--- config.mk ---
export PLATFORM = sky130hd
export DESIGN_NAME = mrr_regs
export DESIGN_NICKNAME = d
export VERILOG_FILES = /design/src/hdl/mrr_sync2.v /design/src/hdl/mrr_temp_seq.v /design/src/hdl/mrr_regs.v
export VERILOG_INCLUDE_DIRS = /design/src /design/src/pkg
export SDC_FILE = /design/constraint.sdc
export NUM_CORES = 1
export LEC_CHECK = 0
export BUFFER_PORTS_ARGS = -buffer_cell sky130_fd_sc_hd__buf_2
export CORE_AREA = 2 2 131 95
export DETAILED_ROUTE_END_ITERATION = 8
export DIE_AREA = 0 0 133 97
export SYNTH_ARGS = -nofsm -noshare
export SYNTH_HDL_FRONTEND = slang
export SYNTH_SLANG_ARGS = --single-unit
--- constraint.sdc ---
create_clock -name clk -period 2.1 [get_ports clk]
set_input_delay 0.63 -clock clk [delete_from_list [all_inputs] [get_ports clk]]
set_output_delay 0.63 -clock clk [all_outputs]
set_load 0.01 [all_outputs]
--- src/pkg/mrr_defs.vh ---
`ifndef MRR_DEFS_VH
`define MRR_DEFS_VH

// Register offsets in book 0, page 0
`define MRR_ADDR_BATT_HIGH      8'h2d
`define MRR_ADDR_BATT_LOW       8'h2e
`define MRR_ADDR_IRQ_DETECT     8'h26
`define MRR_ADDR_TEMP_CTRL      8'h31
`define MRR_ADDR_LOW_POWER      8'h35
`define MRR_ADDR_RATE           8'h36

// Reset values
`define MRR_RST_BATT_HIGH       8'hc0
`define MRR_RST_BATT_LOW        8'h00
`define MRR_RST_TEMP_CTRL       8'h00
`define MRR_RST_LOW_POWER       8'h00
`define MRR_RST_RATE            8'h32

// Field positions
`define MRR_BIT_DONE_FLAG       1
`define MRR_BIT_TEMP_REQ        5
`define MRR_BIT_TEMP_VALID      4
`define MRR_BIT_POR_OFF         7
`define MRR_BATT_LOW_MSB        7
`define MRR_BATT_LOW_LSB        6

// Sample rate codes
`define MRR_RATE_8K             2'h0
`define MRR_RATE_16K            2'h1
`define MRR_RATE_48K            2'h2
`define MRR_RATE_96K            2'h3

// Temperature range codes at the ends of the scale
`define MRR_TEMP_BELOW_30       4'h0
`define MRR_TEMP_ABOVE_140      4'hf

// Sensor acquisition time
`define MRR_TEMP_ACQ_US         10
`define MRR_CLK_MHZ             100
`define MRR_TEMP_ACQ_CYCLES     (`MRR_TEMP_ACQ_US * `MRR_CLK_MHZ)

`endif

--- src/hdl/mrr_sync2.v ---
`timescale 1ns/1ns
module mrr_sync2 #(
    parameter W = 1
) (
    // Clock and reset
    input  wire         clk,
    input  wire         rst_b,
    // Data
    input  wire [W-1:0] asyncIn,
    output reg  [W-1:0] syncOut
);
    reg [W-1:0] stage1;

    always @(posedge clk or negedge rst_b) begin
        if (!rst_b) begin
            stage1  <= {W{1'b0}};
            syncOut <= {W{1'b0}};
        end else begin
            stage1  <= asyncIn;
            syncOut <= stage1;
        end
    end
endmodule // mrr_sync2

--- src/hdl/mrr_temp_seq.v ---
`timescale 1ns/1ns
`include "mrr_defs.vh"
module mrr_temp_seq (
    // Clock and reset
    input  wire       clk,
    input  wire       rst_b,
    // Control
    input  wire       start,
    input  wire [3:0] sensorCode,
    // Status
    output reg        busy,
    output reg        valid,
    output reg  [3:0] rangeCode,
    output reg        done
);
    localparam [1:0] ST_IDLE = 2'h0;
    localparam [1:0] ST_ACQ  = 2'h1;
    // Count is 16 bits wide; the last count is cut from the full-width constant on purpose
    localparam [31:0] ACQ_CYCLES = `MRR_TEMP_ACQ_CYCLES;
    localparam [31:0] ACQ_LAST_W = ACQ_CYCLES - 32'h0000_0001;
    localparam [15:0] ACQ_LAST   = ACQ_LAST_W[15:0];

    reg [1:0]  state;
    reg [15:0] count;

    always @(posedge clk or negedge rst_b) begin
        if (!rst_b) begin
            state     <= ST_IDLE;
            count     <= 16'h0000;
            busy      <= 1'b0;
            valid     <= 1'b0;
            rangeCode <= `MRR_TEMP_BELOW_30;
            done      <= 1'b0;
        end else begin
            done <= 1'b0;
            case (state)
                ST_IDLE: begin
                    if (start) begin
                        state <= ST_ACQ;
                        count <= 16'h0000;
                        busy  <= 1'b1;
                        valid <= 1'b0;
                    end
                end
                ST_ACQ: begin
                    if (count == ACQ_LAST) begin
                        state     <= ST_IDLE;
                        busy      <= 1'b0;
                        valid     <= 1'b1;
                        rangeCode <= sensorCode;
                        done      <= 1'b1;
                    end else begin
                        count <= count + 16'h0001;
                    end
                end
                default: begin
                    state <= ST_IDLE;
                    busy  <= 1'b0;
                end
            endcase
        end
    end
endmodule // mrr_temp_seq

--- src/hdl/mrr_regs.v ---
`timescale 1ns/1ns
`include "mrr_defs.vh"
module mrr_regs (
    // Clock and reset
    input  wire       clk,
    input  wire       rst_b,
    // Register port from the control interface, book 0 page 0
    input  wire [7:0] regAddr,
    input  wire       regWrite,
    input  wire       regRead,
    input  wire [7:0] regWdata,
    output reg  [7:0] regRdata,
    output reg        regRvalid,
    // Successive-approximation converter, asynchronous to clk
    input  wire       convEnable,
    input  wire       convDone,
    input  wire [9:0] battery_voltage_sample,
    // Die temperature sensor, asynchronous to clk
    input  wire [3:0] sensorRange,
    // Control outputs
    output reg        porMonitorEnable,
    output reg  [1:0] audio_serial_input_rate,
    output reg        converter_done_flag
);

    // Synchronised converter and sensor inputs
    wire       convEnableS;
    wire       convDoneS;
    wire [9:0] sampleS;
    wire [3:0] sensorRangeS;

    // Converter capture
    reg        convDoneD;
    wire       convEvent;
    reg  [7:0] battHigh;
    reg  [7:0] battLow;

    // Host-written registers
    reg  [7:0] lowPower;
    reg  [7:0] rateReg;
    reg  [1:0] tempReserved;

    // Register port decode
    wire       wrTemp;
    wire       wrLowPower;
    wire       wrRate;
    wire       readDetect;

    // Temperature sequencer
    wire       tempStart;
    wire       tempBusy;
    wire       tempValid;
    wire [3:0] tempCode;

    // Read images and read data
    wire [7:0] detectImage;
    wire [7:0] tempImage;
    reg  [7:0] next_rdata;

    // Reset images cut to the width of the fields they load
    localparam [7:0] RST_RATE_REG  = `MRR_RST_RATE;
    localparam [7:0] RST_LOW_POWER = `MRR_RST_LOW_POWER;
    localparam [7:0] RST_TEMP_CTRL = `MRR_RST_TEMP_CTRL;
    localparam [1:0] RST_RATE_SEL  = RST_RATE_REG[1:0];
    localparam [0:0] RST_POR_ON    = ~RST_LOW_POWER[`MRR_BIT_POR_OFF];
    localparam [1:0] RST_TEMP_RES  = RST_TEMP_CTRL[7:6];

    // True when a strobe falls on the given register offset
    function regHit;
        input       strobe;
        input [7:0] addr;
        input [7:0] offset;
        begin
            regHit = strobe && (addr == offset);
        end
    endfunction

    // Low measurement image: sample bits on top, reserved bits forced to zero
    function [7:0] battLowImage;
        input [1:0] lowBits;
        begin
            battLowImage = {lowBits, 6'h00};
        end
    endfunction

    // Status image of the temperature register
    function [7:0] tempStatus;
        input [1:0] reserved;
        input       busy;
        input       valid;
        input [3:0] code;
        begin
            tempStatus = {reserved, busy, valid, code};
        end
    endfunction

    // Detect register image: only the converter-done bit lives in this block
    function [7:0] detectStatus;
        input flag;
        begin
            detectStatus = {6'h00, flag, 1'b0};
        end
    endfunction

    // Control pair and data words pass two stages before any logic reads them;
    // the data words are only latched on the done edge, after both stages settled
    mrr_sync2 #(
        .W(2)
    ) u_sync_ctrl (
        .clk     (clk),
        .rst_b   (rst_b),
        .asyncIn ({convEnable, convDone}),
        .syncOut ({convEnableS, convDoneS})
    );

    // Converter result word, held steady by the converter around its done edge
    mrr_sync2 #(
        .W(10)
    ) u_sync_sample (
        .clk     (clk),
        .rst_b   (rst_b),
        .asyncIn (battery_voltage_sample),
        .syncOut (sampleS)
    );

    // Sensor range code, only read when an acquisition ends
    mrr_sync2 #(
        .W(4)
    ) u_sync_sensor (
        .clk     (clk),
        .rst_b   (rst_b),
        .asyncIn (sensorRange),
        .syncOut (sensorRangeS)
    );

    // Writes to the read-only offsets decode to nothing and are dropped
    assign wrTemp     = regHit(regWrite, regAddr, `MRR_ADDR_TEMP_CTRL);
    assign wrLowPower = regHit(regWrite, regAddr, `MRR_ADDR_LOW_POWER);
    assign wrRate     = regHit(regWrite, regAddr, `MRR_ADDR_RATE);
    assign readDetect = regHit(regRead, regAddr, `MRR_ADDR_IRQ_DETECT);

    // A request while an acquisition runs is ignored, not queued
    assign tempStart = wrTemp && regWdata[`MRR_BIT_TEMP_REQ] && !tempBusy;

    // The range code is taken when the acquisition ends, not at the request
    mrr_temp_seq u_temp (
        .clk        (clk),
        .rst_b      (rst_b),
        .start      (tempStart),
        .sensorCode (sensorRangeS),
        .busy       (tempBusy),
        .valid      (tempValid),
        .rangeCode  (tempCode),
        .done       ()
    );

    // A completion only counts while the converter is enabled
    assign convEvent = convDoneS && !convDoneD && convEnableS;

    // Edge detector starts at the idle level of the done input
    always @(posedge clk or negedge rst_b) begin
        if (!rst_b) begin
            convDoneD <= 1'b0;
        end else begin
            convDoneD <= convDoneS;
        end
    end

    // Both halves load on one edge; nothing ties two host reads together
    always @(posedge clk or negedge rst_b) begin
        if (!rst_b) begin
            battHigh <= `MRR_RST_BATT_HIGH;
        end else if (convEvent) begin
            battHigh <= sampleS[9:2];
        end
    end

    always @(posedge clk or negedge rst_b) begin
        if (!rst_b) begin
            battLow <= `MRR_RST_BATT_LOW;
        end else if (convEvent) begin
            battLow <= battLowImage(sampleS[1:0]);
        end
    end

    // Set wins over the clear-on-read so a completion is never lost
    always @(posedge clk or negedge rst_b) begin
        if (!rst_b) begin
            converter_done_flag <= 1'b0;
        end else if (convEvent) begin
            converter_done_flag <= 1'b1;
        end else if (readDetect) begin
            converter_done_flag <= 1'b0;
        end
    end

    // Reserved bits of the host registers read back as written
    always @(posedge clk or negedge rst_b) begin
        if (!rst_b) begin
            lowPower <= `MRR_RST_LOW_POWER;
        end else if (wrLowPower) begin
            lowPower <= regWdata;
        end
    end

    // Only the two low bits steer the audio input; the rest are storage
    always @(posedge clk or negedge rst_b) begin
        if (!rst_b) begin
            rateReg <= `MRR_RST_RATE;
        end else if (wrRate) begin
            rateReg <= regWdata;
        end
    end

    // Bits 7-6 are storage; bit 5 is a request, not a stored bit
    always @(posedge clk or negedge rst_b) begin
        if (!rst_b) begin
            tempReserved <= RST_TEMP_RES;
        end else if (wrTemp) begin
            tempReserved <= regWdata[7:6];
        end
    end

    // The monitor enable and rate outputs are flops, one edge behind their register
    always @(posedge clk or negedge rst_b) begin
        if (!rst_b) begin
            porMonitorEnable <= RST_POR_ON;
        end else begin
            porMonitorEnable <= !lowPower[`MRR_BIT_POR_OFF];
        end
    end

    // The rate output resets to the same value as the register field
    always @(posedge clk or negedge rst_b) begin
        if (!rst_b) begin
            audio_serial_input_rate <= RST_RATE_SEL;
        end else begin
            audio_serial_input_rate <= rateReg[1:0];
        end
    end

    // Images of the two status registers
    assign detectImage = detectStatus(converter_done_flag);
    assign tempImage   = tempStatus(tempReserved, tempBusy, tempValid, tempCode);

    // Unmapped offsets read as zero
    always @* begin
        next_rdata = 8'h00;
        case (regAddr)
            `MRR_ADDR_BATT_HIGH: begin
                next_rdata = battHigh;
            end
            `MRR_ADDR_BATT_LOW: begin
                next_rdata = battLowImage(battLow[7:6]);
            end
            `MRR_ADDR_IRQ_DETECT: begin
                next_rdata = detectImage;
            end
            `MRR_ADDR_TEMP_CTRL: begin
                next_rdata = tempImage;
            end
            `MRR_ADDR_LOW_POWER: begin
                next_rdata = lowPower;
            end
            `MRR_ADDR_RATE: begin
                next_rdata = rateReg;
            end
            default: begin
                next_rdata = 8'h00;
            end
        endcase
    end

    // The valid pulse lasts one cycle
    always @(posedge clk or negedge rst_b) begin
        if (!rst_b) begin
            regRvalid <= 1'b0;
        end else begin
            regRvalid <= regRead;
        end
    end

    // Capture only on a read so an idle bus cannot disturb the last answer
    always @(posedge clk or negedge rst_b) begin
        if (!rst_b) begin
            regRdata <= 8'h00;
        end else if (regRead) begin
            regRdata <= next_rdata;
        end
    end
endmodule // mrr_regs

# == Yosys cells after proc, flatten, opt, wreduce, memory -nomap -nowiden ==
# Index checks and enable logic that the tools add are counted.
# classes
bitwise_logic,0
shift,0
muxes,15
n_addsub,1
reduce_logical,18
n_div,0
n_eq_ne,11
n_lt_le_gt_ge,0
mul,0
# ops
cell,count
8-bit by 6-bit == test with 1-bit output (second input constant),6
8-bit one-hot mux with 6 select lines,1
16-bit 2-to-1 mux,2
16-bit one-hot mux with 2 select lines,1
16-bit by 1-bit adder with 16-bit output (second input constant),1
16-bit by 10-bit == test with 1-bit output (second input constant),1
1-bit logical AND,8
1-bit 2-to-1 mux,6
3-bit AND reduction,2
2-bit 2-to-1 mux,2
2-bit != test (second input constant),2
1-bit one-hot mux with 2 select lines,2
2-bit one-hot mux with 2 select lines,1
2-bit AND reduction,2
2-bit nonzero test,2
1-bit logical NOT,3
2-bit by 1-bit == test with 1-bit output (second input constant),1
2-bit logical NOT,1
2-bit by 1-bit != test with 1-bit output (second input constant),1
# word_totals
memories,0
ramBits,0
word_cells,67
output_inout_bits,13
latch_bits,0
romBits,0
input_bits,36
reg_bits,98

# == Depth between registers and ports, before layout ==
# logic_depth
word_depth,6
mapped_depth,7
depth_no_buf,6

# == Cells and area by module ==
# Synthesis repeated with hierarchy kept, for this count alone.
# hier_totals
cells_unflattened,301
area_unflattened_um2,3968.8
# by_module_without_submodules
mod,area_per_inst_um2,cells_per_inst,instances,seq_area_each_um2
mrr_regs,1999.4,161,1,1059.8
mrr_temp_seq,1168.6,108,1,575.6
mrr_sync2 (u_sync_sample),500.5,20,1,500.5
mrr_sync2 (u_sync_sensor),200.2,8,1,200.2
mrr_sync2 (u_sync_ctrl),100.1,4,1,100.1

# == Least setup slack after synthesis ==
# Ideal clock, no wire load.
# synth_path
kind,in2reg
from,input regAddr[0]
to,register u_temp.count[14]
path_buffers,2
setup_slack_ps,-40
arrival_ps,2016
path_stages,6
path_cell_list,clkbuf_1 > and4bb_2 > nand4_1 > and2_4 > buf_12 > a211o_2
# synth_between
elab_chain_cells,6
# synth_rtl
item,line_no,source
start: declaration,mrr_regs.v:8,"input wire [7:0] regAddr,"
8-bit by 6-bit == test with 1-bit output,mrr_regs.v:74,regHit = strobe && (addr == offset);
1-bit logical AND,mrr_regs.v:74,
1-bit logical AND (2 in series),mrr_regs.v:143,assign tempStart = wrTemp && regWdata[`MRR_BIT_TEMP_REQ] && !tempBusy;
2-bit != test (no source line),--,
3-bit AND reduction (no source line),--,
end signal: assignment,mrr_temp_seq.v:53,count <= count + 16'h0001;
end: declaration,mrr_temp_seq.v:24,reg [15:0] count;
# No other way between the ends.
# A chain may end at the register's enable or synchronous reset.

# == Final worst setup path ==
# layout_path
from,register u_temp.count[11]
to,register u_temp.count[10]
# layout_between
elab_chain_cells,3
# layout_rtl
item,line_no,source
16-bit by 10-bit == test with 1-bit output,mrr_temp_seq.v:46,if (count == ACQ_LAST) begin
2-bit != test (no source line),--,
3-bit AND reduction (no source line),--,
# No other way between the ends.

==> results.tsv <==
stage	metric	value	unit
outcome	status	completed	
final_layout	Multi-input gate area	1410	um^2
drt	Vias	2550	
timing	Worst Tran Pin Value	0.549	ns
power_and_ir_drop	Reg power frac	0.502	
synthesis	most used flip-flop cell after synthesis	dfrtp_1	
final_layout	fill count	1066	
global_route	number of global-route vias before repair	2639	
final_layout	register area	2410	um^2
die	Die W	133	um
clock_network	Clock Sinks	96	
timing	Fin. Hold Viols	0	
synthesis	Warnings, synthesis	0	
power_and_ir_drop	sw frac	0.210	
timing	max_slew headroom	0.633	
worst_setup_path	R2R setup slack	0.04	ns
die	Die ar.	12900	um^2
final_layout	most frequent cells in the layout	88 x dfrtp_1, 47 x buf_2, 34 x mux2_2	
synthesis	sequential fraction of the synthesis area	0.623	
die	Initial Util	0.336	
die	Die Ht	97	um
drt	DRC viols	0	
drt	DRT antenna net count	0	
global_route	initial antenna violation count	0	
synthesis	register bit total from synthesis	96	
synthesis	Mean Syn Cell Area	14.1	um^2
clock_network	H-tree levels	3	
power_and_ir_drop	leakage	2.28	nW
power_and_ir_drop	power density over the cells	817	nW/um^2
timing	Final Max Tran Viols	0	
placed_design	placed cell count	497	
power_and_ir_drop	total power draw	3.96	mW
timing	final worst-path cycle share	0.982	
worst_setup_path	Worst Setup SP	u_temp.count[11]	
power_and_ir_drop	Pint	3.13	mW
placed_design	gpl congestion	0.910	
placed_design	placed inst area	4470	um^2
final_layout	commonest non-fill, non-tap cell in the layout	dfrtp_1	
flow_run	Maximum Capacitance Violations	0	
drt	post-DR wirelength/cell	15.9	um
power_and_ir_drop	Psw	0.830	mW
placed_design	number of port buffers	48	
clock_network	clock insertion delay at the later pin of the skew report	0.34	ns
final_layout	nets@finish	391	
die	FP Rows	33	
timing	worst hold margin	0.241	ns
synthesis	synthesized net count	311	
die	io pins	49	
power_and_ir_drop	worst-case vdd ir drop	0.000422	V
power_and_ir_drop	clock power share	0.445	
synthesis	Mapped Cells	274	
timing	RSZ-0062 raised after global routing	yes	
clock_network	Max Root-Sink Buffers	2	
clock_network	Root Driver	clkbuf_16	
final_layout	post-route insts no fill	516	
timing	skew final	0.00835	ns
global_route	global-route wire length before repair	13700	um
synthesis	post-synthesis async set-or-reset flop share	1.00	
die	Core ar.	11500	um^2
synthesis	Mapped Area	3870	um^2
timing	setup violators final	0	
timing	setup TNS	0	ns
final_layout	# diodes	0	
final_layout	share of cells above drive strength 1	0.448	
synthesis	unique cell type count in the Yosys netlist	60	
clock_network	CTS buffer count	9	
drt	Iter 0 DRT Violations	146	
timing	minimum clock period	2.06	ns
global_route	GRT overflow	0	
global_route	total global-route track usage	0.138	
global_route	largest net degree at the start of global routing	36	
power_and_ir_drop	Logic pwr share	0.054	
worst_setup_path	crit path kind	reg -> reg	
clock_network	CTS Hold Buffers Added	0	
clock_network	Clock transition at path regs	0.07	ns
synthesis	Area contributors post-synth	dfrtp_1 58%, mux2_2 9.9%, dfstp_2 4.8%, mux2i_1 2.1%, a22o_1 1.4%	
worst_setup_path	Data arrival, critical path	2.29	ns
worst_setup_path	Worst setup SP type	flop	
placed_design	Post-DP HPWL	6000	um
timing	fmax	485	MHz
worst_setup_path	CP endpoint kind	flop	
clock_network	CTS tree	yes	
worst_setup_path	Crit Reg-Reg Startpoint	u_temp.count[11]	
worst_setup_path	Max FO, Critical Path	6	
synthesis	Yosys top cell area share	0.576	
synthesis	EDFF count, synth	0	
drt	Routed WL	8210	um
drt	DR pass1 iterations	4	
worst_setup_path	Worst Path Required	2.33	ns
drt	via/cell ratio	4.94	
synthesis	Yosys top cell by area	dfrtp_1	
final_layout	Layout area overhead	25.2	%
min_path	Hold WC Path Type	in -> async	
final_layout	Finished Cell Area	4840	um^2
-- power by group through the flow --
stage | sequential (mW) | clock [mW] | combinational (mW)
4_1_cts | 1.99 | 1.82 | 0.217
6_report | 1.99 | 1.76 | 0.212
3_5_place_dp | 2.02 | 0 | 0.215
2_1_floorplan | 2.01 | 0 | 0.0920
3_3_place_gp | 2.02 | 0 | 0.208
5_1_grt | 2.00 | 1.90 | 0.237
-- flip-flops by register name (all words and copies together), names as in the netlist --
register,count
u_temp.count,16
regRvalid,1
convDoneD,1
audio_serial_input_rate,2
u_sync_sample.stage1,10
u_sync_ctrl.syncOut,2
u_sync_sensor.stage1,4
u_sync_sample.syncOut,10
lowPower,8
porMonitorEnable,1
u_temp.rangeCode,4
tempReserved,2
converter_done_flag,1
u_sync_sensor.syncOut,4
u_temp.busy,1
u_sync_ctrl.stage1,2
battLow,2
rateReg,8
u_temp.valid,1
regRdata,8
battHigh,8
-- synth_stat cells (3+ instances only) --
master	instances
a21oi_1	3
a221o_1	5
a221oi_1	3
a22o_1	6
a22o_2	5
and3_1	4
clkbuf_1	5
dfrtp_1	89
dfstp_2	7
inv_1	4
mux2_2	34
mux2i_1	8
nand2_1	9
nand3_1	10
nand3b_1	6
nand4_1	7
nor2_1	8
nor3_1	4
nor3b_1	3
o21ai_0	3
xnor2_1	3
xor2_1	3
-- cell families (layout without fill, tap and decap cells) --
| kind of cell | Yosys count | after routing | synth area share |
|---|---|---|---|
| xor gates and xnor gates | 6 | 6 | 0.0136 |
| adders and majority gates | 1 | 1 | 0.00323 |
| muxes | 42 | 42 | 0.120 |
| DFF | 96 | 96 | 0.623 |
| buffers and inverters | 14 | 98 | 0.0204 |
| AOI/OAI and AO/OA | 42 | 42 | 0.101 |
| and+or+nand+nor | 73 | 74 | 0.119 |
-- final timing paths --
| check | to | cells after the start |
|---|---|---|
| setup / recovery | u_temp.count[10] | 6 |
| hold / removal | u_sync_sensor.stage1[3] | 1 |
| setup reg to reg | u_temp.count[10] | 6 |
| hold reg to reg | u_sync_sensor.syncOut[2] | 0 |
| max in group asynchronous | porMonitorEnable | 2 |
| min in group clk | u_sync_sensor.syncOut[2] | 0 |
-- routing by layer --
layer  up-vias  GRT usage  share of wire
li1       1193          -              -
met5         -          0              0
met4         0     0.0422          0.014
met1      1266      0.202           0.52
met3        10     0.0498          0.060
met2        81      0.189           0.41
-- critical path: stages (launching register included) --
cell,delay (ns)
dfrtp_1,0.38
or4b_4,0.58
o41ai_4,0.52
buf_4,0.20
buf_4,0.10
or4_2,0.11
o211ai_2,0.06
-- final cells by class --
class / count / area share
clock inverter: 6 / 0.0189
sequential: 96 / 0.498
inverter: 5 / 0.00491
timing repair buffer: 77 / 0.0976
multi-input combinational: 165 / 0.291
tap: 157 / 0.0405
clock buffer: 10 / 0.0493
-- stage by stage --
step,setup WS (ns),util
floorplan,-0.0236,-
global placement,0.0328,0.388
detailed placement,0.00969,0.388
CTS,0.0235,0.418
global route,-0.0283,0.421
finish,0.0373,0.421
-- timing repair --
item | in CTS | in global routing
cloned | 0 | 1
setup buffers | 0 | 2
setup endpoints to repair | 1 | 12
pin swaps | 0 | 3
endpoints found under the hold margin | 0 | 0
gates resized for setup | 1 | 3
Note: power is estimated with default switching activity, not from simulation.
